===== src/rtl/cmpr_defines.vh =====
`ifndef CMPR_DEFINES_VH
`define CMPR_DEFINES_VH

// Configuration store geometry
`define CMPR_CFG_WORDS      4
`define CMPR_CFG_WIDTH      16
// Power-up timer terminal count, in cycles of the RC oscillator tick
`define CMPR_PUT_COUNT      64
`define CMPR_PUT_WIDTH      16
// Reset value of the mismatch flag after a block reset
`define CMPR_CM_FLAG_POR    1'b1
// Reload sequencer states
`define CMPR_ST_POR         2'h0
`define CMPR_ST_LOAD        2'h1
`define CMPR_ST_TIMER       2'h2
`define CMPR_ST_RUN         2'h3

`endif


===== src/rtl/cmpr_reset_ctrl.v =====
`timescale 1ns/1ps
`include "cmpr_defines.vh"

// Functional notes
// - Compare live config with complement shadows only in run state
// - Mismatch clears flag; block reset sets it; other resets keep it
// - Mismatch is hard reset; reload config words
// - Power-up timer can never be disabled
// - Hold reset while RC-clocked timer counts
// - Timer starts after power-on pulse ends
// - Pin released after timer expiry: run immediately
module cmpr_reset_ctrl #(
    parameter WORDS     = `CMPR_CFG_WORDS,
    parameter WIDTH     = `CMPR_CFG_WIDTH,
    parameter PUT_COUNT = `CMPR_PUT_COUNT
) (
    // Clock and reset
    input  wire                   CLK,
    input  wire                   NRST,
    // Reset sources
    input  wire                   POR_ACTIVE,
    input  wire                   MASTER_CLEAR_PIN_N,
    input  wire                   RESET_INSTR,
    input  wire                   WATCHDOG_TIMEOUT,
    input  wire                   STACK_EVENT,
    input  wire                   CLOCK_READY,
    // RC oscillator tick
    input  wire                   INTERNAL_RC_TICK,
    // Flash copy of the configuration words
    input  wire [WORDS*WIDTH-1:0] FLASH_CFG,
    // Live configuration corruption injection
    input  wire [WORDS*WIDTH-1:0] CFG_UPSET,
    // Outputs
    output reg                    CORE_RESET_N,
    output reg                    CONFIG_MISMATCH_FLAG,
    output reg  [WORDS*WIDTH-1:0] CFG_WORDS
);
    localparam [1:0] ST_POR   = `CMPR_ST_POR;
    localparam [1:0] ST_LOAD  = `CMPR_ST_LOAD;
    localparam [1:0] ST_TIMER = `CMPR_ST_TIMER;
    localparam [1:0] ST_RUN   = `CMPR_ST_RUN;
    localparam       TOTAL    = WORDS * WIDTH;

    reg  [1:0]       state_q;
    reg  [1:0]       state_d;
    reg  [TOTAL-1:0] shadow_q;
    reg  [TOTAL-1:0] shadow_d;
    reg  [TOTAL-1:0] cfg_d;
    reg  [WORDS-1:0] word_bad;
    reg              mismatch_q;
    reg              mismatch_d;
    reg              flag_d;
    reg              core_run_d;
    reg              ext_reset;
    reg              hard_reset;
    reg              release_ok;
    integer          w;
    wire             put_expired;

    // A pair disagrees when any live bit equals its shadow bit; the
    // complement form means a single upset on either side shows up
    function word_mismatch;
        input [WIDTH-1:0] live;
        input [WIDTH-1:0] shadow;
        begin
            word_mismatch = |(live & shadow) | ~&(live | shadow);
        end
    endfunction

    // Only power-on or block reset restarts the count, so other hard
    // resets recover in two cycles once the timer has already expired
    cmpr_put_timer #(
        .COUNT (PUT_COUNT),
        .WIDTH (`CMPR_PUT_WIDTH)
    ) u_put (
        .clk        (CLK),
        .nrst       (NRST),
        .por_active (POR_ACTIVE),
        .rc_tick    (INTERNAL_RC_TICK),
        .expired_q  (put_expired)
    );

    // Sources that restart through a reload of the configuration words
    always @* begin
        ext_reset  = !MASTER_CLEAR_PIN_N || RESET_INSTR || WATCHDOG_TIMEOUT || STACK_EVENT;
        hard_reset = ext_reset || mismatch_q;
    end

    // Leaving the timer state needs expiry, a released pin and a clock
    always @* begin
        release_ok = put_expired && MASTER_CLEAR_PIN_N && CLOCK_READY;
    end

    // Each word pair is compared on its own, every cycle
    always @* begin
        word_bad = {WORDS{1'b0}};
        for (w = 0; w < WORDS; w = w + 1) begin
            word_bad[w] = word_mismatch(CFG_WORDS[w*WIDTH +: WIDTH],
                                        shadow_q[w*WIDTH +: WIDTH]);
        end
    end

    always @* begin
        mismatch_d = 1'b0;
        // Checked only in run; during reload both copies are in flux
        if (state_q == ST_RUN) begin
            mismatch_d = |word_bad;
        end
    end

    // Reload sequencer: power-on, reload, timer hold, run
    always @* begin
        state_d = state_q;
        case (state_q)
            ST_POR: begin
                // Wait for the power-on pulse to clear
                if (!POR_ACTIVE) begin
                    state_d = ST_LOAD;
                end
            end
            ST_LOAD: begin
                // One cycle to take the flash copy
                state_d = ST_TIMER;
            end
            ST_TIMER: begin
                // Pin held low past expiry: release starts code at once
                if (release_ok) begin
                    state_d = ST_RUN;
                end
            end
            ST_RUN: begin
                if (hard_reset) begin
                    state_d = ST_LOAD;
                end
            end
            default: begin
                state_d = ST_POR;
            end
        endcase
        // The power-on pulse overrides every other source
        if (POR_ACTIVE) begin
            state_d = ST_POR;
        end
    end

    // A reload rewrites both copies, so stale upsets cannot survive it
    always @* begin
        cfg_d    = CFG_WORDS ^ CFG_UPSET;
        shadow_d = shadow_q;
        if (state_d == ST_LOAD) begin
            cfg_d    = FLASH_CFG;
            shadow_d = ~FLASH_CFG;
        end
    end

    // The flag is only ever cleared here; only the block reset sets it
    always @* begin
        flag_d = CONFIG_MISMATCH_FLAG;
        if (mismatch_q) begin
            flag_d = 1'b0;
        end
    end

    // Held in reset while the timer still counts
    always @* begin
        core_run_d = (state_d == ST_RUN);
    end

    always @(posedge CLK) begin
        if (!NRST) begin
            state_q <= ST_POR;
        end else begin
            state_q <= state_d;
        end
    end

    // Registered so the core reset output is free of glitches
    always @(posedge CLK) begin
        if (!NRST) begin
            CORE_RESET_N <= 1'b0;
        end else begin
            CORE_RESET_N <= core_run_d;
        end
    end

    // Live words take injected upsets on every clock edge except the one that enters reload
    always @(posedge CLK) begin
        if (!NRST) begin
            CFG_WORDS <= {TOTAL{1'b0}};
        end else begin
            CFG_WORDS <= cfg_d;
        end
    end

    // Reset values are each other's complement, so no false mismatch
    always @(posedge CLK) begin
        if (!NRST) begin
            shadow_q <= {TOTAL{1'b1}};
        end else begin
            shadow_q <= shadow_d;
        end
    end

    // Registered so a glitch in the wide compare cannot reset the core
    always @(posedge CLK) begin
        if (!NRST) begin
            mismatch_q <= 1'b0;
        end else begin
            mismatch_q <= mismatch_d;
        end
    end

    // Power-on value: no mismatch seen since the block reset
    always @(posedge CLK) begin
        if (!NRST) begin
            CONFIG_MISMATCH_FLAG <= `CMPR_CM_FLAG_POR;
        end else begin
            CONFIG_MISMATCH_FLAG <= flag_d;
        end
    end
endmodule


===== src/rtl/cmpr_put_timer.v =====
`timescale 1ns/1ps
`include "cmpr_defines.vh"

// Power-up timer: counts RC oscillator ticks once the power-on pulse is gone.
module cmpr_put_timer #(
    parameter COUNT = `CMPR_PUT_COUNT,
    parameter WIDTH = `CMPR_PUT_WIDTH
) (
    // Clock and reset
    input  wire clk,
    input  wire nrst,
    // Control
    input  wire por_active,
    input  wire rc_tick,
    // Status
    output reg  expired_q
);
    // Terminal count cut to the counter width on purpose
    localparam [31:0]      LAST_FULL = COUNT - 1;
    localparam [WIDTH-1:0] LAST      = LAST_FULL[WIDTH-1:0];

    reg [WIDTH-1:0] cnt_q;

    // No enable input exists, so nothing can switch the timer off
    always @(posedge clk) begin
        if (!nrst || por_active) begin
            cnt_q     <= {WIDTH{1'b0}};
            expired_q <= 1'b0;
        end else if (!expired_q && rc_tick) begin
            if (cnt_q == LAST) begin
                expired_q <= 1'b1;
            end
            cnt_q <= cnt_q + {{(WIDTH-1){1'b0}}, 1'b1};
        end
    end
endmodule


===== config.mk =====
export PLATFORM = sky130hd
export DESIGN_NAME = cmpr_reset_ctrl
export DESIGN_NICKNAME = d
export VERILOG_FILES = /design/src/rtl/cmpr_reset_ctrl.v /design/src/rtl/cmpr_put_timer.v
export VERILOG_INCLUDE_DIRS = /design/src /design/src/rtl
export SDC_FILE = /design/constraint.sdc
export NUM_CORES = 1
export LEC_CHECK = 0
export BUFFER_PORTS_ARGS = -buffer_cell sky130_fd_sc_hd__buf_2
export CAP_MARGIN = 20
export CORE_MARGIN = 2
export CORE_UTILIZATION = 37
export CTS_CLUSTER_DIAMETER = 150
export DETAILED_ROUTE_END_ITERATION = 8
export GPL_TIMING_DRIVEN = 0
export HOLD_SLACK_MARGIN = 0.1
export PLACE_DENSITY = 0.71
export SYNTH_ARGS = -nofsm -noshare
export SYNTH_HDL_FRONTEND = slang
export SYNTH_SLANG_ARGS = --single-unit

===== constraint.sdc =====
create_clock -name CLK -period 2.2 [get_ports CLK]
set_input_delay 0.22 -clock CLK [delete_from_list [all_inputs] [get_ports CLK]]
set_output_delay 0.22 -clock CLK [all_outputs]
set_load 0.1 [all_outputs]

==> qor.yml, run 1 <==
slowest_stage: "sky130_fd_sc_hd__or3b_1"
drtAntennaViolNets: 0
run_status: "finished clean"
grt_antenna_before_repair: 0
initial_core_util_pct: 37.8
multi_input_area_mm2: 0.00325
fmax_ghz: 0.485
critical_path.top_delay_family: "compound AO/OA/AOI/OAI gates"
post_synth_inst_count: 687
gp_routability_congestion: 0.961
synth-edff-count: 0
critPathBufInv: 2
critical_path_class: "reg -> reg"
cts_tree: "yes"
period_share_pct: 93.7
post_drt_wl_per_cell_um: 18.7
tightest_slew_ns: 0.730
first_global_vias: 6170
dp_hpwl_mm: 16.9
timing.final.max_slew_violations: 0
maxSlewHeadroom_pct: 50.9
grt_first_pass_wirelength_mm: 34.0
postSynth.topFlopCell: "sky130_fd_sc_hd__dfxtp_1"
synth_top_cells_by_area: "sky130_fd_sc_hd__dfxtp_1 46%, sky130_fd_sc_hd__xnor2_1 11%, sky130_fd_sc_hd__o211a_1 9.8%"
final.setup.tns_ns: 0
critPathRequiredTime_ns: 2.47
floorplan.io_pins: 203
synthArstFlopShare_pct: 0
unrepaired_setup_endpoints_after_global_routing: "no"
portBuffers: 201
floorplan.core_area_mm2: 0.0173
clk_path_buf_depth: 2
detailedRoute.firstPassIterationCount: 5
cts-buffers-inserted: 17
register_cell_area_after_layout_mm2: 0.00300
vias_per_cell: 5.33
worst_setup_path_end_kind: "register"
ys_seq_area_share_pct: 45.9
synth_top_cell_by_area: "sky130_fd_sc_hd__dfxtp_1"
leakagePower_uw: 0.00428
floorplan.die.height_um: 137
avg_cell_area_syn_um2: 9.52
final-setup-viol-count: 0
skew_ns: 0.00588
grt_start_max_net_pins: 17
global_route_overflow: 0
detail_route.iter0.violations: 417
hold_path.class: "in -> reg"
numClockSinks: 150
antenna_cell_count: 0
min_from: "CFG_UPSET[26]"
power_density_mw_per_mm2: 948
grt-busiest-layer: "met2"
synthDistinctLibCells: 37
timing.critical_path.fanout_max: 10
dr_total_vias: 6442
met1_usage_pct: 31.5
horizontal_die_dimension_um: 137
timing_hold_violations_final: 0
htreeDepth: 4
fp.dieArea_mm2: 0.0187
fill_cells: 1603
synthesis.nets: 825
max-cap-violations: 0
globalRouteMet2Util_pct: 39.8
drt-total-wl_mm: 22.6
fraction_of_layout_instances_using_a_drive_strength_above_1_pct: 26.5
drcViolationCount: 0
cpPeakStageDelay_ns: 0.36
clkLatencyLatePin_ns: 0.42
post-cts-setup-buffers: 0
vdd_drop_max_mv: 0.564
crit_arrival_ns: 2.33
area_growth_syn_to_layout_pct: 39.0
final.min_clock_period_ns: 2.06
cts_root_buf: "sky130_fd_sc_hd__clkbuf_16"
yosysWarnings: 0
setup.worst_path.start_class: "register"
grtUsageTotal_pct: 24.3
ys_seq_elements: 150
worst_setup_path_startpoint: "mismatch_q"
finalPower_uw: 8620
met3_usage_pct: 5.22
clk_pin_slew_worst_paths_ns: 0.06
nets: 1109
synth_top_area_share_pct: 45.9
critical_path.cell_chain: "or3b_1 -> o311a_1 -> o21ai_2 -> buf_2 -> buf_4 -> o211ai_1"
crit-reg2reg-launch: "mismatch_q"
fp-row-count: 48
mappedNetlistArea_mm2: 0.00654
cells in the mapped netlist, types with 2 or more instances:
cell type	count
sky130_fd_sc_hd__nand4_1	11
sky130_fd_sc_hd__xnor2_1	80
sky130_fd_sc_hd__clkbuf_1	18
sky130_fd_sc_hd__buf_4	24
sky130_fd_sc_hd__nor3_1	3
sky130_fd_sc_hd__o2bb2ai_1	10
sky130_fd_sc_hd__buf_2	4
sky130_fd_sc_hd__nand3_1	4
sky130_fd_sc_hd__a21oi_1	5
sky130_fd_sc_hd__nor2_1	34
sky130_fd_sc_hd__o21ai_0	3
sky130_fd_sc_hd__xor2_1	9
sky130_fd_sc_hd__a211oi_1	15
sky130_fd_sc_hd__or3_1	2
sky130_fd_sc_hd__o211ai_1	64
sky130_fd_sc_hd__o22ai_1	13
sky130_fd_sc_hd__nand2_1	136
sky130_fd_sc_hd__a221oi_1	12
sky130_fd_sc_hd__o211a_1	64
sky130_fd_sc_hd__dfxtp_1	150
sky130_fd_sc_hd__nor4_1	7
sky130_fd_sc_hd__inv_1	4
worst register-to-register path: stages (launching register included):
cell and delay (ns):
sky130_fd_sc_hd__dfxtp_1 0.31, sky130_fd_sc_hd__or3b_1 0.36, sky130_fd_sc_hd__o311a_1 0.34, sky130_fd_sc_hd__o21ai_2 0.22
sky130_fd_sc_hd__buf_2 0.33, sky130_fd_sc_hd__buf_4 0.24, sky130_fd_sc_hd__o211ai_1 0.11
flip-flops by register name, summed over array words and instances (netlist names):
register              flops
CORE_RESET_N              1
u_put.expired_q           1
CFG_WORDS                64
state_q                   2
CONFIG_MISMATCH_FLAG      1
u_put.cnt_q              16
mismatch_q                1
shadow_q                 64
cells in the final DEF, fill, tap and decap left out, drive strengths merged, types with 11 or more instances in the layout:
cell type / instances
nand4: 11
clkbuf: 37
nand2: 136
a211oi: 15
a221oi: 12
xnor2: 80
nor2: 34
dfxtp: 150
o22ai: 13
dlygate4sd3: 64
o211a: 64
buf: 229
o211ai: 64
final timing paths:
check | to | slack (ns) | cells past startpoint
setup / recovery | shadow_q[39] | 0.14 | 6
hold reg to reg | CONFIG_MISMATCH_FLAG | 0.45 | 1
hold / removal | CFG_WORDS[26] | 0.16 | 4
setup reg to reg | shadow_q[39] | 0.14 | 6
repair_timing:
| action | in CTS | in global routing |
|---|---|---|
| hold endpoints to repair | 128 | 0 |
| resized for setup | 0 | 0 |
| hold buffers | 64 | 0 |
power by group:
group | internal [µW] | leakage [µW] | switching [µW]
Combinational | 709 | 0.00274 | 1550
Clock | 1920 | 0.000295 | 1160
Sequential | 2950 | 0.00125 | 321
Total | 5590 | 0.00428 | 3030
through the flow:
step	util (%)	hold WS (ns)	instances	instance area (µm²)	setup slack, ns
6_report	52.5	0.160	1209	9090	0.138
5_1_grt	52.5	0.167	1209	9090	0.0220
4_1_cts	52.5	0.143	1209	9090	0.131
3_5_place_dp	45.2	0.441	1113	7830	0.154
3_3_place_gp	45.2	0.437	1113	7830	0.189
2_1_floorplan	-	0.350	687	6540	0.220
per-layer routing:
layer / routed length, µm / vias to the layer above
li1: - / 3075
met1: 9900 / 3032
met2: 10600 / 296
met3: 1610 / 39
met4: 534 / 0
met5: 0 / -
area by class of cell:
type | count | share of cell area [%]
buffer | 46 | 2.95
clock buffer | 19 | 4.87
clock inverter | 13 | 1.97
inverter | 4 | 0.165
multi-input combinational | 487 | 35.8
sequential | 150 | 33.0
tap | 225 | 3.10
timing repair buffer | 265 | 18.1
logic make-up after synthesis:
kind of cell	Yosys count	share of synthesized area [%]
adders and majority gates	1	0.191
muxes	1	0.153
AOI/OAI and AO/OA	191	24.3
and+or+nand+nor	205	13.1
buffers and inverters	50	4.33
xor gates and xnor gates	89	11.9
DFF	150	45.9
No activity file was read; power rests on OpenSTA's default activity.
==> inputs of run 2 (changes only) <==
--- a/config.mk
+++ b/config.mk
@@ -7,14 +7,16 @@
 export NUM_CORES = 1
 export LEC_CHECK = 0
 export BUFFER_PORTS_ARGS = -buffer_cell sky130_fd_sc_hd__buf_2
-export CAP_MARGIN = 20
+export CAP_MARGIN = 5
+export CELL_PAD_IN_SITES_DETAIL_PLACEMENT = 0
+export CELL_PAD_IN_SITES_GLOBAL_PLACEMENT = 2
 export CORE_MARGIN = 2
-export CORE_UTILIZATION = 37
+export CORE_UTILIZATION = 30
 export CTS_CLUSTER_DIAMETER = 150
 export DETAILED_ROUTE_END_ITERATION = 8
 export GPL_TIMING_DRIVEN = 0
 export HOLD_SLACK_MARGIN = 0.1
-export PLACE_DENSITY = 0.71
+export PLACE_DENSITY = 0.89
 export SYNTH_ARGS = -nofsm -noshare
 export SYNTH_HDL_FRONTEND = slang
 export SYNTH_SLANG_ARGS = --single-unit
==> run 2 against run 1 <==
  * Flip-flop and latch count unchanged
  * Total power decreased by 3.5%
  * Sequential power about the same
  * Core utilization decreased by 11 points
  * Sequential share of layout area about the same
  * Routed wire length increased by 7.7%
  * Maximum frequency increased by 0.67%
  * Combinational power about the same
  * Critical endpoint is now shadow_q[57]
==> qor.yml, run 2 (synthesis gave the netlist of run 1 again) <==
run_status: "finished clean"
cts_root_buf: "sky130_fd_sc_hd__clkbuf_16"
min_delay_worst_endpoint: "shadow_q[63]"
timing.critical_path.fanout_max: 10  # unchanged
cts-buffers-inserted: 17  # unchanged
clkLatencyLatePin_ns: 0.42  # about the same
final.setup.tns_ns: 0  # unchanged
grt_start_max_net_pins: 17  # unchanged
crit-reg2reg-launch: "mismatch_q"
smallest_setup_slack_after_layout_ns: 0.152  # +0.0138 ns
final.min_clock_period_ns: 2.05  # -0.0138 ns
fp.dieArea_mm2: 0.0230  # +23%
slowest_stage: "sky130_fd_sc_hd__or3b_1"
gp_routability_congestion: 0.935  # -2.6%
worst_hold_slack_across_all_endpoints_ns: 0.133  # -0.0265 ns
unrepaired_setup_endpoints_after_global_routing: "no"
fp-row-count: 54  # +13%
vias_per_cell: 5.02  # -5.7%
detail_route.iter0.violations: 383  # -8.2%
first_global_vias: 6169  # -0.016%
critical_path.cell_chain: "or3b_1 -> o311a_1 -> o21ai_2 -> buf_2 -> buf_4 -> o211ai_1"
timing.final.max_slew_violations: 0  # unchanged
floorplan.core_area_mm2: 0.0216  # +25%
drt-total-wl_mm: 24.4  # +7.7%
layout_commonest_cell: "sky130_fd_sc_hd__buf_2"
drtAntennaViolNets: 0  # unchanged
floorplan.io_pins: 203  # unchanged
period_share_pct: 93.1  # -0.63 points
crit_arrival_ns: 2.32  # about the same
dp_hpwl_mm: 18.7  # +11%
final_cell_area_mm2: 0.00908  # about the same
grt_first_pass_wirelength_mm: 35.8  # +5.3%
numClockSinks: 150  # unchanged
area_growth_syn_to_layout_pct: 38.9  # about the same
hold_path.class: "in -> reg"
clk_path_buf_depth: 2  # unchanged
largest_registers: "CFG_WORDS (64), shadow_q (64), u_put.cnt_q (16)"
rr_endpoint: "shadow_q[57]"
htreeDepth: 4  # unchanged
floorplan.die.height_um: 152  # +11%
portBuffers: 201  # unchanged
timing_hold_violations_final: 0  # unchanged
placed_cell_area_mm2: 0.00789  # +0.88%
skew_ns: 0.00864  # +0.00276 ns
fill_cells: 2225  # +39%
initial_core_util_pct: 30.2  # -7.6 points
finalPower_uw: 8320  # -3.5%
fmax_ghz: 0.488  # +0.67%
antenna_cell_count: 0  # unchanged
tightest_slew_ns: 0.821  # +0.0912 ns
max-cap-violations: 0  # unchanged
worst_setup_path_end_kind: "register"
register_cell_area_after_layout_mm2: 0.00300  # unchanged
fraction_of_layout_instances_using_a_drive_strength_above_1_pct: 26.2  # -0.28 points
multi_input_area_mm2: 0.00325  # unchanged
global_route_overflow: 0  # unchanged
critPathRequiredTime_ns: 2.47  # about the same
maxSlewHeadroom_pct: 44.7  # -6.1 points
leakagePower_uw: 0.00424  # -0.99%
r2r.worst_path.cells: 6  # unchanged
top_library_cells_by_usage_in_the_layout_fill_and_taps_aside: "205 x sky130_fd_sc_hd__buf_2, 150 x sky130_fd_sc_hd__dfxtp_1, 136 x sky130_fd_sc_hd__nand2_1"
cpPeakStageDelay_ns: 0.36  # about the same
critical_path_class: "reg -> reg"
setup.worst_path.start_class: "register"
nets: 1108  # -0.090%
power_density_mw_per_mm2: 916  # -3.4%
clk_pin_slew_worst_paths_ns: 0.06  # about the same
grtUsageTotal_pct: 21.1  # -3.3 points
r2r_slack_ns: 0.15  # about the same
vdd_drop_max_mv: 0.551  # -2.4%
post_cts.resized_instances: 0  # unchanged
min_delay_path_depth: 2  # -2
dr_total_vias: 6344  # -1.5%
post_drt_wl_per_cell_um: 19.3  # +3.1%
final-setup-viol-count: 0  # unchanged
min_from: "FLASH_CFG[63]"
horizontal_die_dimension_um: 152  # +11%
dpl_worst_slack_ns: 0.166  # +0.0119 ns
drcViolationCount: 0  # unchanged
detailedRoute.firstPassIterationCount: 8  # +3
cts_tree: "yes"
grt_antenna_before_repair: 0  # unchanged
run 2: worst max-delay path by stage:
stage                             from       endpoint  slack, ns
detailed placement  MASTER_CLEAR_PIN_N  CFG_WORDS[15]       0.17
global placement    MASTER_CLEAR_PIN_N   shadow_q[52]       0.17
floorplan                CFG_WORDS[33]     mismatch_q       0.22
finish                      mismatch_q   shadow_q[57]       0.15
global route                mismatch_q  CFG_WORDS[15]       0.04
CTS                         mismatch_q   shadow_q[38]       0.15
run 2: power by group:
group	switching [µW]	total (µW)	internal (µW)	leakage, µW
clock	1170	2770	1590	0.000257
sequential	329	3280	2950	0.00125
combinational	1560	2270	708	0.00274
run 2: layout make-up:
type / count / area share [%]
Inverter: 4 / 0.165
Multi-Input combinational cell: 487 / 35.8
Tap cell: 280 / 3.86
Clock inverter: 10 / 1.10
Buffer: 46 / 2.95
Sequential cell: 150 / 33.1
Timing Repair Buffer: 264 / 18.0
Clock buffer: 22 / 5.00
run 2: metal layers:
layer	GRT usage [%]	share of wire (%)	routed length (µm)	vias to the layer above
li1	-	-	-	3068
met1	28.0	46	11300	3020
met2	34.4	45	11000	221
met3	4.07	6.1	1490	35
met4	6.94	2.3	561	0
met5	0	0	0	-
run 2: repair_timing:
item / CTS / global route
setup buffers: 0 / 0
endpoints found under the hold margin: 126 / 0
hold buffers: 63 / 0
run 2: worst max-delay path, delay by kind of cell, from the launching register on:
family | cells | cell delay [ns]
flip-flops | 1 | 0.32
AND/OR/NAND/NOR | 1 | 0.36
buffers and inverters | 2 | 0.58
AO/OA/AOI/OAI | 3 | 0.64
run 2: per-stage QoR:
step                      utilization [%]  std cells
after floorplan                         -        687
after global placement               36.5       1168
after detailed placement             36.5       1168
after CTS                            42.0       1263
after global routing                 42.0       1263
final                                42.0       1263
==> inputs of run 3 (changes only) <==
--- a/config.mk
+++ b/config.mk
@@ -19,4 +19,5 @@
 export PLACE_DENSITY = 0.89
 export SYNTH_ARGS = -nofsm -noshare
 export SYNTH_HDL_FRONTEND = slang
+export SYNTH_HIERARCHICAL = 1
 export SYNTH_SLANG_ARGS = --single-unit
==> run 3 against run 2 <==
  * Design area rose by 2.0%
  * Total power rose by 2.0%
  * Core utilization is 0.58 points higher
  * Die area grew 1.4%
  * Register-to-register slack better by 0.03 ns
  * Clock skew is essentially flat
  * First-iteration DRC count shrank 7.0%
  * Maximum frequency rose by 1.6%
  * Combinational power increased by 2%
  * Critical path depth down 1
==> qor.yml, run 3 <==
worst_setup_path_end_kind: "register"
skew_ns: 0.00861  # -0.0000314 ns
area_growth_syn_to_layout_pct: 39.7
detailedRoute.firstPassIterationCount: 5  # -3
final_cell_area_mm2: 0.00926  # +2.0%
most_instantiated_library_cell_after_synthesis: "sky130_fd_sc_hd__dfxtp_1"
ys_seq_area_share_pct: 45.3  # -0.64 points
fp-row-count: 54  # unchanged
crit_arrival_ns: 2.30  # -0.02 ns
synth-edff-count: 0  # unchanged
post-cts-setup-buffers: 0  # unchanged
mappedNetlistArea_mm2: 0.00663  # +1.4%
drt-total-wl_mm: 23.0  # -5.6%
synthesis.nets: 834  # +1.1%
htreeDepth: 4  # unchanged
min_from: "CFG_UPSET[43]"
final.min_clock_period_ns: 2.02  # -0.0314 ns
first_global_vias: 6214  # +0.73%
initial_core_util_pct: 30.5  # +0.24 points
clkLatencyLatePin_ns: 0.43  # about the same
postSynth.topFlopCell: "sky130_fd_sc_hd__dfxtp_1"
hold_path.class: "in -> reg"
nets: 1120  # +1.1%
floorplan.io_pins: 203  # unchanged
dpl.cell_count: 1178  # +0.86%
timing.critical_path.fanout_max: 3  # -7
period_share_pct: 91.7  # -1.4 points
final_cell_count_no_fill: 1275  # +0.95%
avg_cell_area_syn_um2: 9.53  # +0.10%
cts_tree: "yes"
ys_top_cells_by_count: "150 x sky130_fd_sc_hd__dfxtp_1, 138 x sky130_fd_sc_hd__nand2_1, 95 x sky130_fd_sc_hd__xnor2_1, 64 x sky130_fd_sc_hd__o211a_1, 64 x sky130_fd_sc_hd__o211ai_1"
tightest_slew_ns: 0.623  # -0.199 ns
cts-buffers-inserted: 17  # unchanged
synthDistinctLibCells: 46  # +24%
maxSlewHeadroom_pct: 58.5  # +14 points
grt_start_max_net_pins: 19  # +2
crit-reg2reg-launch: "CFG_WORDS[28]"
drtAntennaViolNets: 0  # unchanged
layout_commonest_cell: "sky130_fd_sc_hd__buf_2"
yosysWarnings: 6  # +6
vdd_drop_max_mv: 0.496  # -10%
dr_total_vias: 6124  # -3.5%
ys_seq_elements: 150  # unchanged
placed_cell_area_mm2: 0.00800  # +1.3%
floorplan.core_area_mm2: 0.0218  # +0.63%
final_util_pct: 42.6  # +0.58 points
leakagePower_uw: 0.00432  # +1.8%
vias_per_cell: 4.80  # -4.4%
fp.dieArea_mm2: 0.0233  # +1.4%
smallest_setup_slack_after_layout_ns: 0.183  # +0.0314 ns
critPathRequiredTime_ns: 2.49  # +0.02 ns
fmax_ghz: 0.496  # +1.6%
numClockSinks: 150  # unchanged
critical_path_class: "reg -> reg"
top_library_cells_by_usage_in_the_layout_fill_and_taps_aside: "229 x sky130_fd_sc_hd__buf_2, 144 x sky130_fd_sc_hd__dfxtp_1, 138 x sky130_fd_sc_hd__nand2_1"
drcViolationCount: 0  # unchanged
run_status: "finished clean"
grtUsageTotal_pct: 19.8  # -1.2 points
synthArstFlopShare_pct: 0  # unchanged
post_synth_inst_count: 696  # +1.3%
unrepaired_setup_endpoints_after_global_routing: "no"
dpl_worst_slack_ns: 0.156  # -0.00944 ns
timing_hold_violations_final: 0  # unchanged
dp_hpwl_mm: 17.3  # -7.7%
global_route_overflow: 0  # unchanged
grt_antenna_before_repair: 0  # unchanged
post_drt_wl_per_cell_um: 18.0  # -6.5%
cts_root_buf: "sky130_fd_sc_hd__clkbuf_16"
setup.worst_path.start_class: "register"
power_density_mw_per_mm2: 916  # about the same
timing.final.max_slew_violations: 0  # unchanged
synth_top_area_share_pct: 45.3  # -0.64 points
antenna_cell_count: 0  # unchanged
detail_route.iter0.violations: 356  # -7.0%
horizontal_die_dimension_um: 153  # +0.69%
max-cap-violations: 0  # unchanged
portBuffers: 202  # +0.50%
floorplan.die.height_um: 153  # +0.69%
synth_top_cells_by_area: "sky130_fd_sc_hd__dfxtp_1 45%, sky130_fd_sc_hd__xnor2_1 13%, sky130_fd_sc_hd__o211a_1 9.7%"
gp_routability_congestion: 0.843  # -9.9%
final-setup-viol-count: 0  # unchanged
grt_first_pass_wirelength_mm: 35.6  # -0.46%
clk_pin_slew_worst_paths_ns: 0.08  # +0.02 ns
fraction_of_layout_instances_using_a_drive_strength_above_1_pct: 28.0  # +1.8 points
largest_registers: "CFG_WORDS (64), shadow_q (64), u_put/cnt_q (16)"
worst_setup_path_startpoint: "CFG_WORDS[28]"
final.setup.tns_ns: 0  # unchanged
clk_path_buf_depth: 2  # unchanged
synth_top_cell_by_area: "sky130_fd_sc_hd__dfxtp_1"
-- run 3: metrics by stage --
stage | power [µW] | hold slack [ns]
2_1_floorplan | 4880 | 0.351
3_3_place_gp | 5500 | 0.434
3_5_place_dp | 5510 | 0.442
4_1_cts | 8550 | 0.134
5_1_grt | 8840 | 0.145
6_report | 8480 | 0.143
-- run 3: final timing paths --
path	end	slack [ns]	depth (start not counted)
worst max-delay path	mismatch_q	0.18	5
worst min register to register	CONFIG_MISMATCH_FLAG	0.44	1
worst min-delay path	CFG_WORDS[43]	0.14	4
worst max register to register	mismatch_q	0.18	5
-- run 3: layout make-up --
class,instances,area (µm²)
clock inverter,15,180
inverter,9,33.8
buffer,46,206
sequential,150,3010
tap,280,350
multi-input combinational,491,3390
timing repair buffer,267,1660
clock buffer,17,425
fill,2200,12500
-- run 3: timing repair --
action | in CTS | in global routing
hold buffers | 65 | 0
gates resized for setup | 0 | 1
hold endpoints to repair | 129 | 0
endpoints found under the setup margin | 0 | 1
-- run 3: critical path, stage by stage (launching register included) --
cell and delay [ns]:
sky130_fd_sc_hd__dfxtp_1 0.39, sky130_fd_sc_hd__xor2_1 0.35, sky130_fd_sc_hd__nand4_1 0.12, sky130_fd_sc_hd__or4_1 0.50, sky130_fd_sc_hd__nor4_2 0.36, sky130_fd_sc_hd__a21oi_1 0.16
-- run 3: kinds of logic after synthesis --
kind of cell | share of synthesized area, %
adders and majority gates | 0.189
AOI/OAI and AO/OA | 21.8
muxes | 0.151
buffers and inverters | 3.62
DFF | 45.3
xor gates and xnor gates | 15.1
and+or+nand+nor | 13.9
-- run 3: report_power, final --
part / leakage (µW) / switching (µW) / total [µW] / internal, µW
Clock: 0.000292 / 1410 / 2950 / 1540
Sequential: 0.00125 / 267 / 3220 / 2950
Combinational: 0.00278 / 1600 / 2320 / 713
Total: 0.00432 / 3280 / 8480 / 5210
-- run 3: per-layer routing --
layer  vias up  global-route usage, %  share of wire (%)
met3        19                   4.66                5.3
met5         -                      0                  0
met4         0                   4.76                1.1
met1      2860                   26.6                 47
li1       3056                      -                  -
met2       189                   32.3                 47
